`src/verilog/octser_pkg.sv`:
```
// constants shared by the eight-channel serializer control and self-test block
// assumes one 125 MHz system clock and an APB master for the register file
// How it works
// - master sleep stops PLL, outputs high-Z
// - channel sleep idles only that channel
// - channel wake keeps PLL, short delay
// - drive enable low puts outputs high-Z
// - drive enable high resumes prior state
// - each channel can send PRBS data
// - activate plus select 0-7 picks channel
// - select 8 runs PRBS on all channels
// - select 9 to F does nothing
// - extest drives and observes link levels
// - at-speed instruction runs PRBS link test
// - result holds pass and complete bits
// - sync held four frames sends sync pattern
// - sync pattern is six ones, six zeros
// - frame is start, ten bits, stop
package octser_pkg;
	localparam int NCH        = 8;
	localparam int DW         = 10;
	localparam int FRAME_BITS = 12;
	localparam logic [3:0] FRAME_LAST = 4'hB;
	localparam logic [2:0] SYNC_HOLD  = 3'h4;
	localparam logic [11:0] SYNC_PATTERN = 12'hFC0;
	localparam logic [3:0] SEL_ALL    = 4'h8;
	// apb map, byte addresses
	localparam logic [11:0] ADDR_CTRL   = 12'h000;
	localparam logic [11:0] ADDR_EXTEST = 12'h004;
	localparam logic [11:0] ADDR_STATUS = 12'h008;
	localparam int CTRL_START   = 0;
	localparam int CTRL_EXTEST  = 1;
	localparam int STAT_PASS    = 0;
	localparam int STAT_DONE    = 1;
	localparam int STAT_LOCK    = 2;
	localparam int STAT_RUN     = 3;
	localparam int STAT_RLOCK   = 8;
	// timing
	localparam int CLK_NS       = 8;
	localparam int PLL_LOCK_NS  = 2000;
	localparam int WAKE_NS      = 200;
	localparam int TEST_NS      = 33000000;
	localparam logic [15:0] PLL_LOCK_CYC = 16'((PLL_LOCK_NS + CLK_NS - 1) / CLK_NS);
	localparam logic [7:0]  WAKE_CYC     = 8'((WAKE_NS + CLK_NS - 1) / CLK_NS);
	localparam int TEST_CYC     = TEST_NS / CLK_NS;
	// prbs: x^15 + x^14 + 1, must equal the partner checker
	localparam logic [14:0] PRBS_SEED = 15'h7FFF;
	localparam int PRBS_TAP_A   = 14;
	localparam int PRBS_TAP_B   = 13;
	typedef enum logic [1:0] {PLL_OFF, PLL_ACQ, PLL_LOCKED} octser_pll_t;
	typedef enum logic [1:0] {T_IDLE, T_RUN, T_DONE} octser_test_t;
endpackage

```
`src/verilog/octser_top.sv`:
```
// eight-channel 10:1 serializer control: sleep, drive enable, sync, PRBS self-test,
// at-speed link test and extest drive, with an APB register file.
// assumes all pins synchronous to clk; one clk cycle is one serial bit time.
//
// The placing of the registers and the APB interface to the registers were decided locally.
`timescale 1ns/1ps
module octser_top #(
	parameter int TEST_CYCLES = octser_pkg::TEST_CYC
) (
	// clock and reset
	input  wire logic                    clk,
	input  wire logic                    reset,
	// apb slave
	input  wire logic                    psel,
	input  wire logic                    penable,
	input  wire logic                    pwrite,
	input  wire logic [11:0]             paddr,
	input  wire logic [31:0]             pwdata,
	output logic      [31:0]             prdata,
	output logic                         pready,
	output logic                         pslverr,
	// power and drive control
	input  wire logic                    master_sleep_n,
	input  wire logic [7:0]              channel_sleep_n,
	input  wire logic                    output_drive_enable,
	// self-test pins
	input  wire logic                    selftest_activate,
	input  wire logic [3:0]              selftest_channel_select,
	// data path
	input  wire logic [7:0]              channel_sync_request,
	input  wire logic [7:0][9:0]         parallel_data_in,
	input  wire logic [7:0]              remote_lock_n,
	output logic      [7:0]              serial_out,
	output logic      [7:0]              serial_out_oe_n,
	output logic                         pll_locked
);

	// select decode of the self-test pins, feeds bist_nxt
	function automatic logic [7:0] sel_decode(input logic act, input logic [3:0] sel);
		logic [7:0] m;
		m = 8'h00;
		if (act && sel == octser_pkg::SEL_ALL)
			m = 8'hFF;
		else if (act && sel < octser_pkg::SEL_ALL)
			m = 8'(8'h01 << sel[2:0]);
		return m;
	endfunction

	// ten lfsr steps per frame, low bits sent
	function automatic logic [14:0] prbs_step10(input logic [14:0] s);
		logic [14:0] v;
		v = s;
		for (int i = 0; i < octser_pkg::DW; i++)
			v = {v[13:0], v[octser_pkg::PRBS_TAP_A] ^ v[octser_pkg::PRBS_TAP_B]};
		return v;
	endfunction

	// ---------------- apb and control registers ----------------
	logic [31:0] prdata_r, prdata_nxt;
	logic        pready_r, pready_nxt;
	logic        pslverr_r, pslverr_nxt;
	logic        extest_r, extest_nxt;
	logic [7:0]  ext_drv_r, ext_drv_nxt;
	logic        start_pulse;
	logic        hit;
	octser_pkg::octser_test_t test_r, test_nxt;
	logic [22:0] tcnt_r, tcnt_nxt;
	logic        pass_r, pass_nxt;
	logic [7:0]  rlock_cap_r, rlock_cap_nxt;
	octser_pkg::octser_pll_t pll_r, pll_nxt;
	logic [15:0] pcnt_r, pcnt_nxt;

	assign hit = paddr == octser_pkg::ADDR_CTRL || paddr == octser_pkg::ADDR_EXTEST
		|| paddr == octser_pkg::ADDR_STATUS;

	always_comb begin
		prdata_nxt  = prdata_r;
		pready_nxt  = 1'b0;
		pslverr_nxt = 1'b0;
		extest_nxt  = extest_r;
		ext_drv_nxt = ext_drv_r;
		start_pulse = 1'b0;
		// answer in the first access cycle; read data prepared in setup
		if (psel && !penable) begin
			pready_nxt  = 1'b1;
			pslverr_nxt = !hit;
			prdata_nxt  = 32'h0000_0000;
			case (paddr)
				octser_pkg::ADDR_CTRL:   prdata_nxt[octser_pkg::CTRL_EXTEST] = extest_r;
				octser_pkg::ADDR_EXTEST: prdata_nxt[7:0] = ext_drv_r;
				octser_pkg::ADDR_STATUS: begin
					prdata_nxt[octser_pkg::STAT_PASS] = pass_r;
					prdata_nxt[octser_pkg::STAT_DONE] = test_r == octser_pkg::T_DONE;
					prdata_nxt[octser_pkg::STAT_LOCK] = pll_r == octser_pkg::PLL_LOCKED;
					prdata_nxt[octser_pkg::STAT_RUN]  = test_r == octser_pkg::T_RUN;
					prdata_nxt[octser_pkg::STAT_RLOCK +: 8] = rlock_cap_r;
				end
				default: prdata_nxt = 32'h0000_0000;
			endcase
		end
		if (psel && penable && pready_r && pwrite) begin
			case (paddr)
				octser_pkg::ADDR_CTRL: begin
					extest_nxt  = pwdata[octser_pkg::CTRL_EXTEST];
					start_pulse = pwdata[octser_pkg::CTRL_START];
				end
				octser_pkg::ADDR_EXTEST: ext_drv_nxt = pwdata[7:0];
				default: ext_drv_nxt = ext_drv_r;
			endcase
		end
	end

	always_ff @(posedge clk) begin
		if (reset) begin
			prdata_r  <= 32'h0000_0000;
			pready_r  <= 1'b0;
			pslverr_r <= 1'b0;
			extest_r  <= 1'b0;
			ext_drv_r <= 8'h00;
		end else begin
			prdata_r  <= prdata_nxt;
			pready_r  <= pready_nxt;
			pslverr_r <= pslverr_nxt;
			extest_r  <= extest_nxt;
			ext_drv_r <= ext_drv_nxt;
		end
	end

	// ---------------- shared pll and frame strobes ----------------
	logic [3:0] bit_r, bit_nxt;
	logic       frame_tick;
	assign frame_tick = pll_r == octser_pkg::PLL_LOCKED && bit_r == octser_pkg::FRAME_LAST;

	always_comb begin
		pll_nxt  = pll_r;
		pcnt_nxt = pcnt_r;
		bit_nxt  = bit_r;
		if (!master_sleep_n) begin
			pll_nxt  = octser_pkg::PLL_OFF;
			pcnt_nxt = 16'h0000;
		end else begin
			case (pll_r)
				octser_pkg::PLL_OFF: pll_nxt = octser_pkg::PLL_ACQ;
				octser_pkg::PLL_ACQ: begin
					pcnt_nxt = pcnt_r + 16'h0001;
					if (pcnt_r == octser_pkg::PLL_LOCK_CYC)
						pll_nxt = octser_pkg::PLL_LOCKED;
				end
				octser_pkg::PLL_LOCKED: pll_nxt = octser_pkg::PLL_LOCKED;
				default: pll_nxt = octser_pkg::PLL_OFF;
			endcase
		end
		if (pll_r != octser_pkg::PLL_LOCKED)
			bit_nxt = 4'h0;
		else if (bit_r == octser_pkg::FRAME_LAST)
			bit_nxt = 4'h0;
		else
			bit_nxt = bit_r + 4'h1;
	end

	always_ff @(posedge clk) begin
		if (reset) begin
			pll_r  <= octser_pkg::PLL_OFF;
			pcnt_r <= 16'h0000;
			bit_r  <= 4'h0;
		end else begin
			pll_r  <= pll_nxt;
			pcnt_r <= pcnt_nxt;
			bit_r  <= bit_nxt;
		end
	end

	// ---------------- at-speed link test ----------------
	// lock loss on any channel during the run counts as a failed link;
	// the partner checker owns the exact error count
	always_comb begin
		test_nxt      = test_r;
		tcnt_nxt      = tcnt_r;
		pass_nxt      = pass_r;
		rlock_cap_nxt = rlock_cap_r;
		if (extest_r)
			rlock_cap_nxt = ~remote_lock_n;
		case (test_r)
			octser_pkg::T_IDLE, octser_pkg::T_DONE: begin
				// start runs prbs at system rate
				if (start_pulse && pll_r == octser_pkg::PLL_LOCKED) begin
					test_nxt = octser_pkg::T_RUN;
					tcnt_nxt = 23'h000000;
					pass_nxt = 1'b1;
				end
			end
			octser_pkg::T_RUN: begin
				tcnt_nxt = tcnt_r + 23'h000001;
				if (|remote_lock_n || pll_r != octser_pkg::PLL_LOCKED)
					pass_nxt = 1'b0;
				if (tcnt_r == 23'(TEST_CYCLES - 1))
					test_nxt = octser_pkg::T_DONE;
			end
			default: test_nxt = octser_pkg::T_IDLE;
		endcase
	end

	always_ff @(posedge clk) begin
		if (reset) begin
			test_r      <= octser_pkg::T_IDLE;
			tcnt_r      <= 23'h000000;
			pass_r      <= 1'b0;
			rlock_cap_r <= 8'h00;
		end else begin
			test_r      <= test_nxt;
			tcnt_r      <= tcnt_nxt;
			pass_r      <= pass_nxt;
			rlock_cap_r <= rlock_cap_nxt;
		end
	end

	// ---------------- per-channel serializers ----------------
	logic [7:0] bist_r, bist_nxt;
	// one channel, all, none for 9 to F; all channels while the link test runs
	assign bist_nxt = sel_decode(selftest_activate, selftest_channel_select)
		| {8{test_r == octser_pkg::T_RUN}};

	logic [7:0]  out_r, oe_n_r;
	logic        out_nxt [8], oe_n_nxt [8];
	logic [11:0] shift_r [8];
	logic [11:0] shift_nxt [8];
	logic [14:0] lfsr_r [8];
	logic [14:0] lfsr_nxt [8];
	logic [2:0]  sync_r [8];
	logic [2:0]  sync_nxt [8];
	logic [7:0]  wake_r [8];
	logic [7:0]  wake_nxt [8];

	generate
		for (genvar c = 0; c < octser_pkg::NCH; c++) begin : g_ch
			always_comb begin
				shift_nxt[c] = shift_r[c];
				lfsr_nxt[c]  = lfsr_r[c];
				sync_nxt[c]  = sync_r[c];
				wake_nxt[c]  = wake_r[c];
				// channel sleep, short wake without pll relock
				if (!channel_sleep_n[c])
					wake_nxt[c] = octser_pkg::WAKE_CYC;
				else if (wake_r[c] != 8'h00 && pll_r == octser_pkg::PLL_LOCKED)
					wake_nxt[c] = wake_r[c] - 8'h01;
				if (pll_r != octser_pkg::PLL_LOCKED) begin
					shift_nxt[c] = 12'h000;
					sync_nxt[c]  = 3'h0;
				end else if (frame_tick) begin
					if (!channel_sync_request[c])
						sync_nxt[c] = 3'h0;
					else if (sync_r[c] != octser_pkg::SYNC_HOLD)
						sync_nxt[c] = sync_r[c] + 3'h1;
					if (sync_nxt[c] == octser_pkg::SYNC_HOLD) begin
						shift_nxt[c] = octser_pkg::SYNC_PATTERN;
					end else if (bist_r[c]) begin
						lfsr_nxt[c]  = prbs_step10(lfsr_r[c]);
						shift_nxt[c] = {1'b1, lfsr_nxt[c][9:0], 1'b0};
					end else begin
						shift_nxt[c] = {1'b1, parallel_data_in[c], 1'b0};
					end
				end else begin
					shift_nxt[c] = {shift_r[c][10:0], 1'b0};
				end
				// drive enable gates all; state kept meanwhile
				out_nxt[c]  = extest_r ? ext_drv_r[c] : shift_nxt[c][11];
				oe_n_nxt[c] = !(master_sleep_n && output_drive_enable && channel_sleep_n[c]
					&& pll_r == octser_pkg::PLL_LOCKED && wake_r[c] == 8'h00);
			end

			always_ff @(posedge clk) begin
				if (reset) begin
					shift_r[c] <= 12'h000;
					lfsr_r[c]  <= octser_pkg::PRBS_SEED;
					sync_r[c]  <= 3'h0;
					wake_r[c]  <= octser_pkg::WAKE_CYC;
				end else begin
					shift_r[c] <= shift_nxt[c];
					lfsr_r[c]  <= lfsr_nxt[c];
					sync_r[c]  <= sync_nxt[c];
					wake_r[c]  <= wake_nxt[c];
				end
			end
		end
	endgenerate

	logic pll_locked_r;
	always_ff @(posedge clk) begin
		if (reset) begin
			out_r        <= 8'h00;
			oe_n_r       <= 8'hFF;
			bist_r       <= 8'h00;
			pll_locked_r <= 1'b0;
		end else begin
			out_r        <= {<<{out_nxt}};
			oe_n_r       <= {<<{oe_n_nxt}};
			bist_r       <= bist_nxt;
			pll_locked_r <= pll_nxt == octser_pkg::PLL_LOCKED;
		end
	end

	assign prdata          = prdata_r;
	assign pready          = pready_r;
	assign pslverr         = pslverr_r;
	assign serial_out      = out_r;
	assign serial_out_oe_n = oe_n_r;
	assign pll_locked      = pll_locked_r;
endmodule // octser_top

```
`config.mk`:
```
export PLATFORM = sky130hd
export DESIGN_NAME = octser_top
export DESIGN_NICKNAME = d
export VERILOG_FILES = /design/src/verilog/octser_pkg.sv /design/src/verilog/octser_top.sv
export SDC_FILE = /design/constraint.sdc
export NUM_CORES = 1
export LEC_CHECK = 0
export ABC_AREA = 0
export ABC_CLOCK_PERIOD_IN_PS = 4800
export BUFFER_PORTS_ARGS = -buffer_cell sky130_fd_sc_hd__buf_2
export CAP_MARGIN = 25
export CORE_MARGIN = 3
export CORE_UTILIZATION = 40
export DETAILED_ROUTE_END_ITERATION = 12
export HOLD_SLACK_MARGIN = 0.03
export PLACE_DENSITY = 0.69
export SLEW_MARGIN = 20
export SYNTH_ARGS = -nofsm -noshare
export SYNTH_HDL_FRONTEND = slang
export SYNTH_SLANG_ARGS = --single-unit
```
`constraint.sdc`:
```
create_clock -name clk -period 4.8 [get_ports clk]
set_clock_uncertainty 0.15 [all_clocks]
set_input_delay 0.24 -clock clk [delete_from_list [all_inputs] [get_ports clk]]
set_output_delay 0.24 -clock clk [all_outputs]
set_load 0.03 [all_outputs]
```
# Word level (Yosys, flattened, before mapping)
# Memory sizes are Yosys's and may differ from the RTL's.
# Index checks and enable logic that the tools add are counted.
# word_totals
mem_count,4
reg_bits,108
ramBits,304
elab_cells,464
# classes
order_cmp,1
bitwise,116
n_reduce_logical,84
n_shift,1
n_addsub,19
n_eq_ne,31
mux,192
# memory_table
name,depth,width,rd,rd_ports_with_merged_regs,write_ports,line_no,text
lfsr_r,8,15,8,0,8,octser_top.sv:227,logic [14:0] lfsr_r [8];
shift_r,8,12,8,0,8,octser_top.sv:225,logic [11:0] shift_r [8];
wake_r,8,8,8,0,8,octser_top.sv:231,logic [7:0] wake_r [8];
sync_r,8,3,8,0,8,octser_top.sv:229,logic [2:0] sync_r [8];
# op_table
op,count
$mux 15,40
$mux 12,24
$mux 8,27
$mux 11,16
$mux 3,56
$xor 1x1->1,80
$logic_not 8->1,8
$reduce_bool 8->1,8
$sub 8x1->8 const B,8
$pmux 23 s2,1
$logic_and 1x1->1,41
$or 1x1->1,32
$add 3x1->3 const B,8
$eq 3x3->1 const B,8
$ne 3x3->1 const B,8
$add 23x1->23 const B,1
$eq 23x22->1 const B,1
$mux 23,1
$add 16x1->16 const B,1
$eq 16x8->1 const B,1
$mux 1,16
$eq 12x3->1 const B,1
$eq 12x4->1 const B,1
$logic_not 12->1,1
26 further kinds,55

# Longest topological paths before layout
# An unclocked memory read counts as a cell.
# logic_depth
ltp_word,11
depth_mapped,8
mapped_depth_nobuf,7

# Worst setup path after synthesis
# OpenSTA, ideal clock, no wires.
# synth_timing
path_kind,reg2reg
from,memory sync_r[7][0] (netlist: sync_r[1][9])
to,memory lfsr_r[7][11] (netlist: lfsr_r[1][56])
period_less_slack_ns,2.123
path_buffers,1
slack_ns,2.677
stages_incl_launch_ff,9
setup_ns,0.127
arrival_time_ns,1.846
path_cell_list,dfxtp_1 -> inv_1 -> ha_1 -> or4b_1 -> o221ai_1 -> a21oi_1 -> clkbuf_1 -> a21oi_1 -> o21ai_0
# synth_rtl
element,line_no
from (decl),octser_top.sv:229
to (decl),octser_top.sv:227

==> impl_metrics.tcl <==
set metrics [dict create \
    status "finished, final reports clean" \
    nNetsFinal 2476 \
    postSynthAreaPerCell_um2 8.56 \
    dieHeight_um 215 \
    grtUsageTotal 0.189 \
    finalHoldViolations 0 \
    cp-end-kind "register" \
    yosysWarnings 0 \
    synth-main-ff-cell "dfxtp_1" \
    timing.fmax_mhz 369 \
    cts_setup_buffers 0 \
    crit_path_top_delay_cell "a311o_1" \
    instances_no_fill 2897 \
    min_period_over_period 0.565 \
    die_width_um 215 \
    slowest_delay_ns 0.52 \
    io-pin-count 211 \
    grt_pass1_wl_mm 73.7 \
    synth_seq_cells 396 \
    grtUsageMet1 0.239 \
    use_met2 0.328 \
    yosysTopAreaCell "dfxtp_1" \
    drt_first_pass_iters 5 \
    critPathMaxFanout 25 \
    period_needed_ns 2.71 \
    ys_seq_area_frac 0.452 \
    clockBufferDepth 3 \
    drt-initial-drc-count 1006 \
    synth_edf_count 0 \
    required_ns 5.07 \
    drc_errors 0 \
    synth_cell_type_count 72 \
    vdd_drop_max_uv 269 \
    finalSetupViolCount 0 \
    clockRootBuffer "clkbuf_16" \
    rsz0062_at_grt "false" \
    coreArea_mm2 0.0432 \
    p_per_area_mw_per_mm2 331 \
    timing.final.ws_setup_ns 2.09 \
    path_clk_slew_ns 0.06 \
    critPathBufInv 1 \
    async_reset_ff_frac 0 \
    grt_overflow 0 \
    syn-cell-area_mm2 0.0175 \
    htreeDepth 2 \
    dp_hpwl_mm 29.6 \
    dieArea_mm2 0.0464 \
    cap_viol_max_count 0 \
    fillCellCount 4074 \
    cts_hold_buf 122 \
    grt_max_degree 92 \
    layout_common_cells "dfxtp_1, nand2_1, nor2_1" \
    slew_violations 0 \
    tritoncts "yes" \
    drt-wirelength-per-cell_um 15.6 \
    area_delta_synth_final_pct 22.2 \
    gr-usage-met3 0.0338 \
    crit_family "simple AND/OR/NAND/NOR gates" \
    core.rowCount 76 \
    p_leak_nw 8.35 \
    cp-start-kind "register" \
    yosys-top-cells-area "dfxtp_1, nand2_1, xnor2_1" \
    synth_top_area_frac 0.452 \
    post-place-ws_ns 2.07 \
    synth_cells 2049 \
    p_total_mw 7.09 \
    path_class "register to register" \
    grt_pass1_vias 14800 \
    fin_tns_setup_ns 0 \
    critical_path_arrival_ns 2.98 \
    path_cells "inv_1, ha_1, or3b_1, a311o_1, nand3_2, mux2i_1, nand2_1" \
    layout-drive-gt1-share 0.120 \
    viasPerCell 5.25 \
    place.gp.congestion 0.829 \
    worst_slew_pin_slew_ns 1.03 \
    numCtsBuffers 45 \
    postLayoutCoreUtil 0.497 \
    initial_utilization 0.406 \
    portBuffers 170 \
    via_count 15200 \
    wl_mm 45.1 \
    antenna_found_initial 2 \
    clock_latency_ns 0.56 \
    dp_cells 2696 \
    min_path_type "primary input to register" \
    layout_commonest_cell "dfxtp_1" \
    relSlewSlack 0.316 \
    ant_nets 0 \
    busiest_layer "met2" \
    cts.sinks 396 \
    cts_resized 0 \
]
==> registers in the layout (all words and copies together), names as in the netlist <==
signal and count:
pready 1, pass_r 1, test_r 2, pslverr 1, serial_out 8, prdata 16, sync_r 24, extest_r 1
shift_r 80, bist_r 8, pcnt_r 16, tcnt_r 23, pll_locked 1, ext_drv_r 8, wake_r 64, bit_r 4
serial_out_oe_n 8, lfsr_r 120, rlock_cap_r 8, pll_r 2
==> synthesized netlist by cell type, drive strengths merged (3+ instances only) <==
master   instances
a21oi          139
and3b            4
o21ai          119
o211ai          77
nor4b            5
and2             7
ha              35
or2              4
a211oi          23
a311o            3
nand4b           6
xor2            54
a31oi           42
o2111ai         15
and4             6
or3b             4
nand2          273
nor4             9
a2111oi          5
o311ai           3
inv             52
dfxtp          396
nor3            64
o31a            15
a22oi            8
clkbuf          82
nand3           64
nand2b          19
nor3b            3
and3            19
or4              4
nor2b           14
xnor2           98
mux2i           42
nand4           33
or3             22
nand3b          16
o31ai            8
nor2           187
buf             50
==> final cells by class <==
class	count	area [um2]	area share
multi-input combinational	1483	8910	0.416
tap	585	732	0.0341
timing repair buffer	302	2160	0.101
antenna	1	2.50	0.000117
inverter	53	201	0.00940
sequential	396	7930	0.370
clock inverter	11	158	0.00735
clock buffer	66	1350	0.0627
==> cell families after synthesis <==
kind of cell	Yosys count	synth area share
AND/OR/NAND/NOR	770	0.210
adder cells (fa/ha/maj)	35	0.0250
flip-flops	396	0.452
AO/OA/AOI/OAI	467	0.167
multiplexers	43	0.0246
XOR/XNOR	152	0.0759
other	1	0.000214
buffers and inverters	185	0.0456
==> worst paths after layout <==
path	endpoint	from	slack, ns	cells after the start
max	lfsr_r[1][26]	sync_r[1][3]	2.09	7
min	extest_r	paddr[2]	0.07	4
max reg2reg	lfsr_r[1][26]	sync_r[1][3]	2.09	7
min reg2reg	shift_r[1][26]	shift_r[1][25]	0.29	2
==> per-stage QoR <==
stage                     hold WS [ns]  cell area, um2
after global placement           0.273           18700
after detailed placement         0.278           18700
after global routing            0.0733           21400
after CTS                       0.0353           21400
after floorplan                  0.189           17600
final                           0.0685           21400
==> metal layers <==
layer,vias to the layer above,wire (um)
met2,298,21900
met3,91,2070
li1,7629,-
met5,-,13
met1,7201,20000
met4,2,1170
==> tightest hold or removal path, cell delays in order <==
cell and delay [ns]:
buf_2 0.19, nor3_1 0.09, mux2i_1 0.14, nor2_1 0.06
==> report_power, final <==
| part | internal, mW | total, mW | switching, mW | leakage [nW] |
|---|---|---|---|---|
| Sequential | 3.29 | 3.30 | 0.00991 | 3.20 |
| Combinational | 0.133 | 0.279 | 0.146 | 4.41 |
| Clock | 2.14 | 3.51 | 1.37 | 0.744 |
Note: power is estimated with default switching activity, not from simulation.
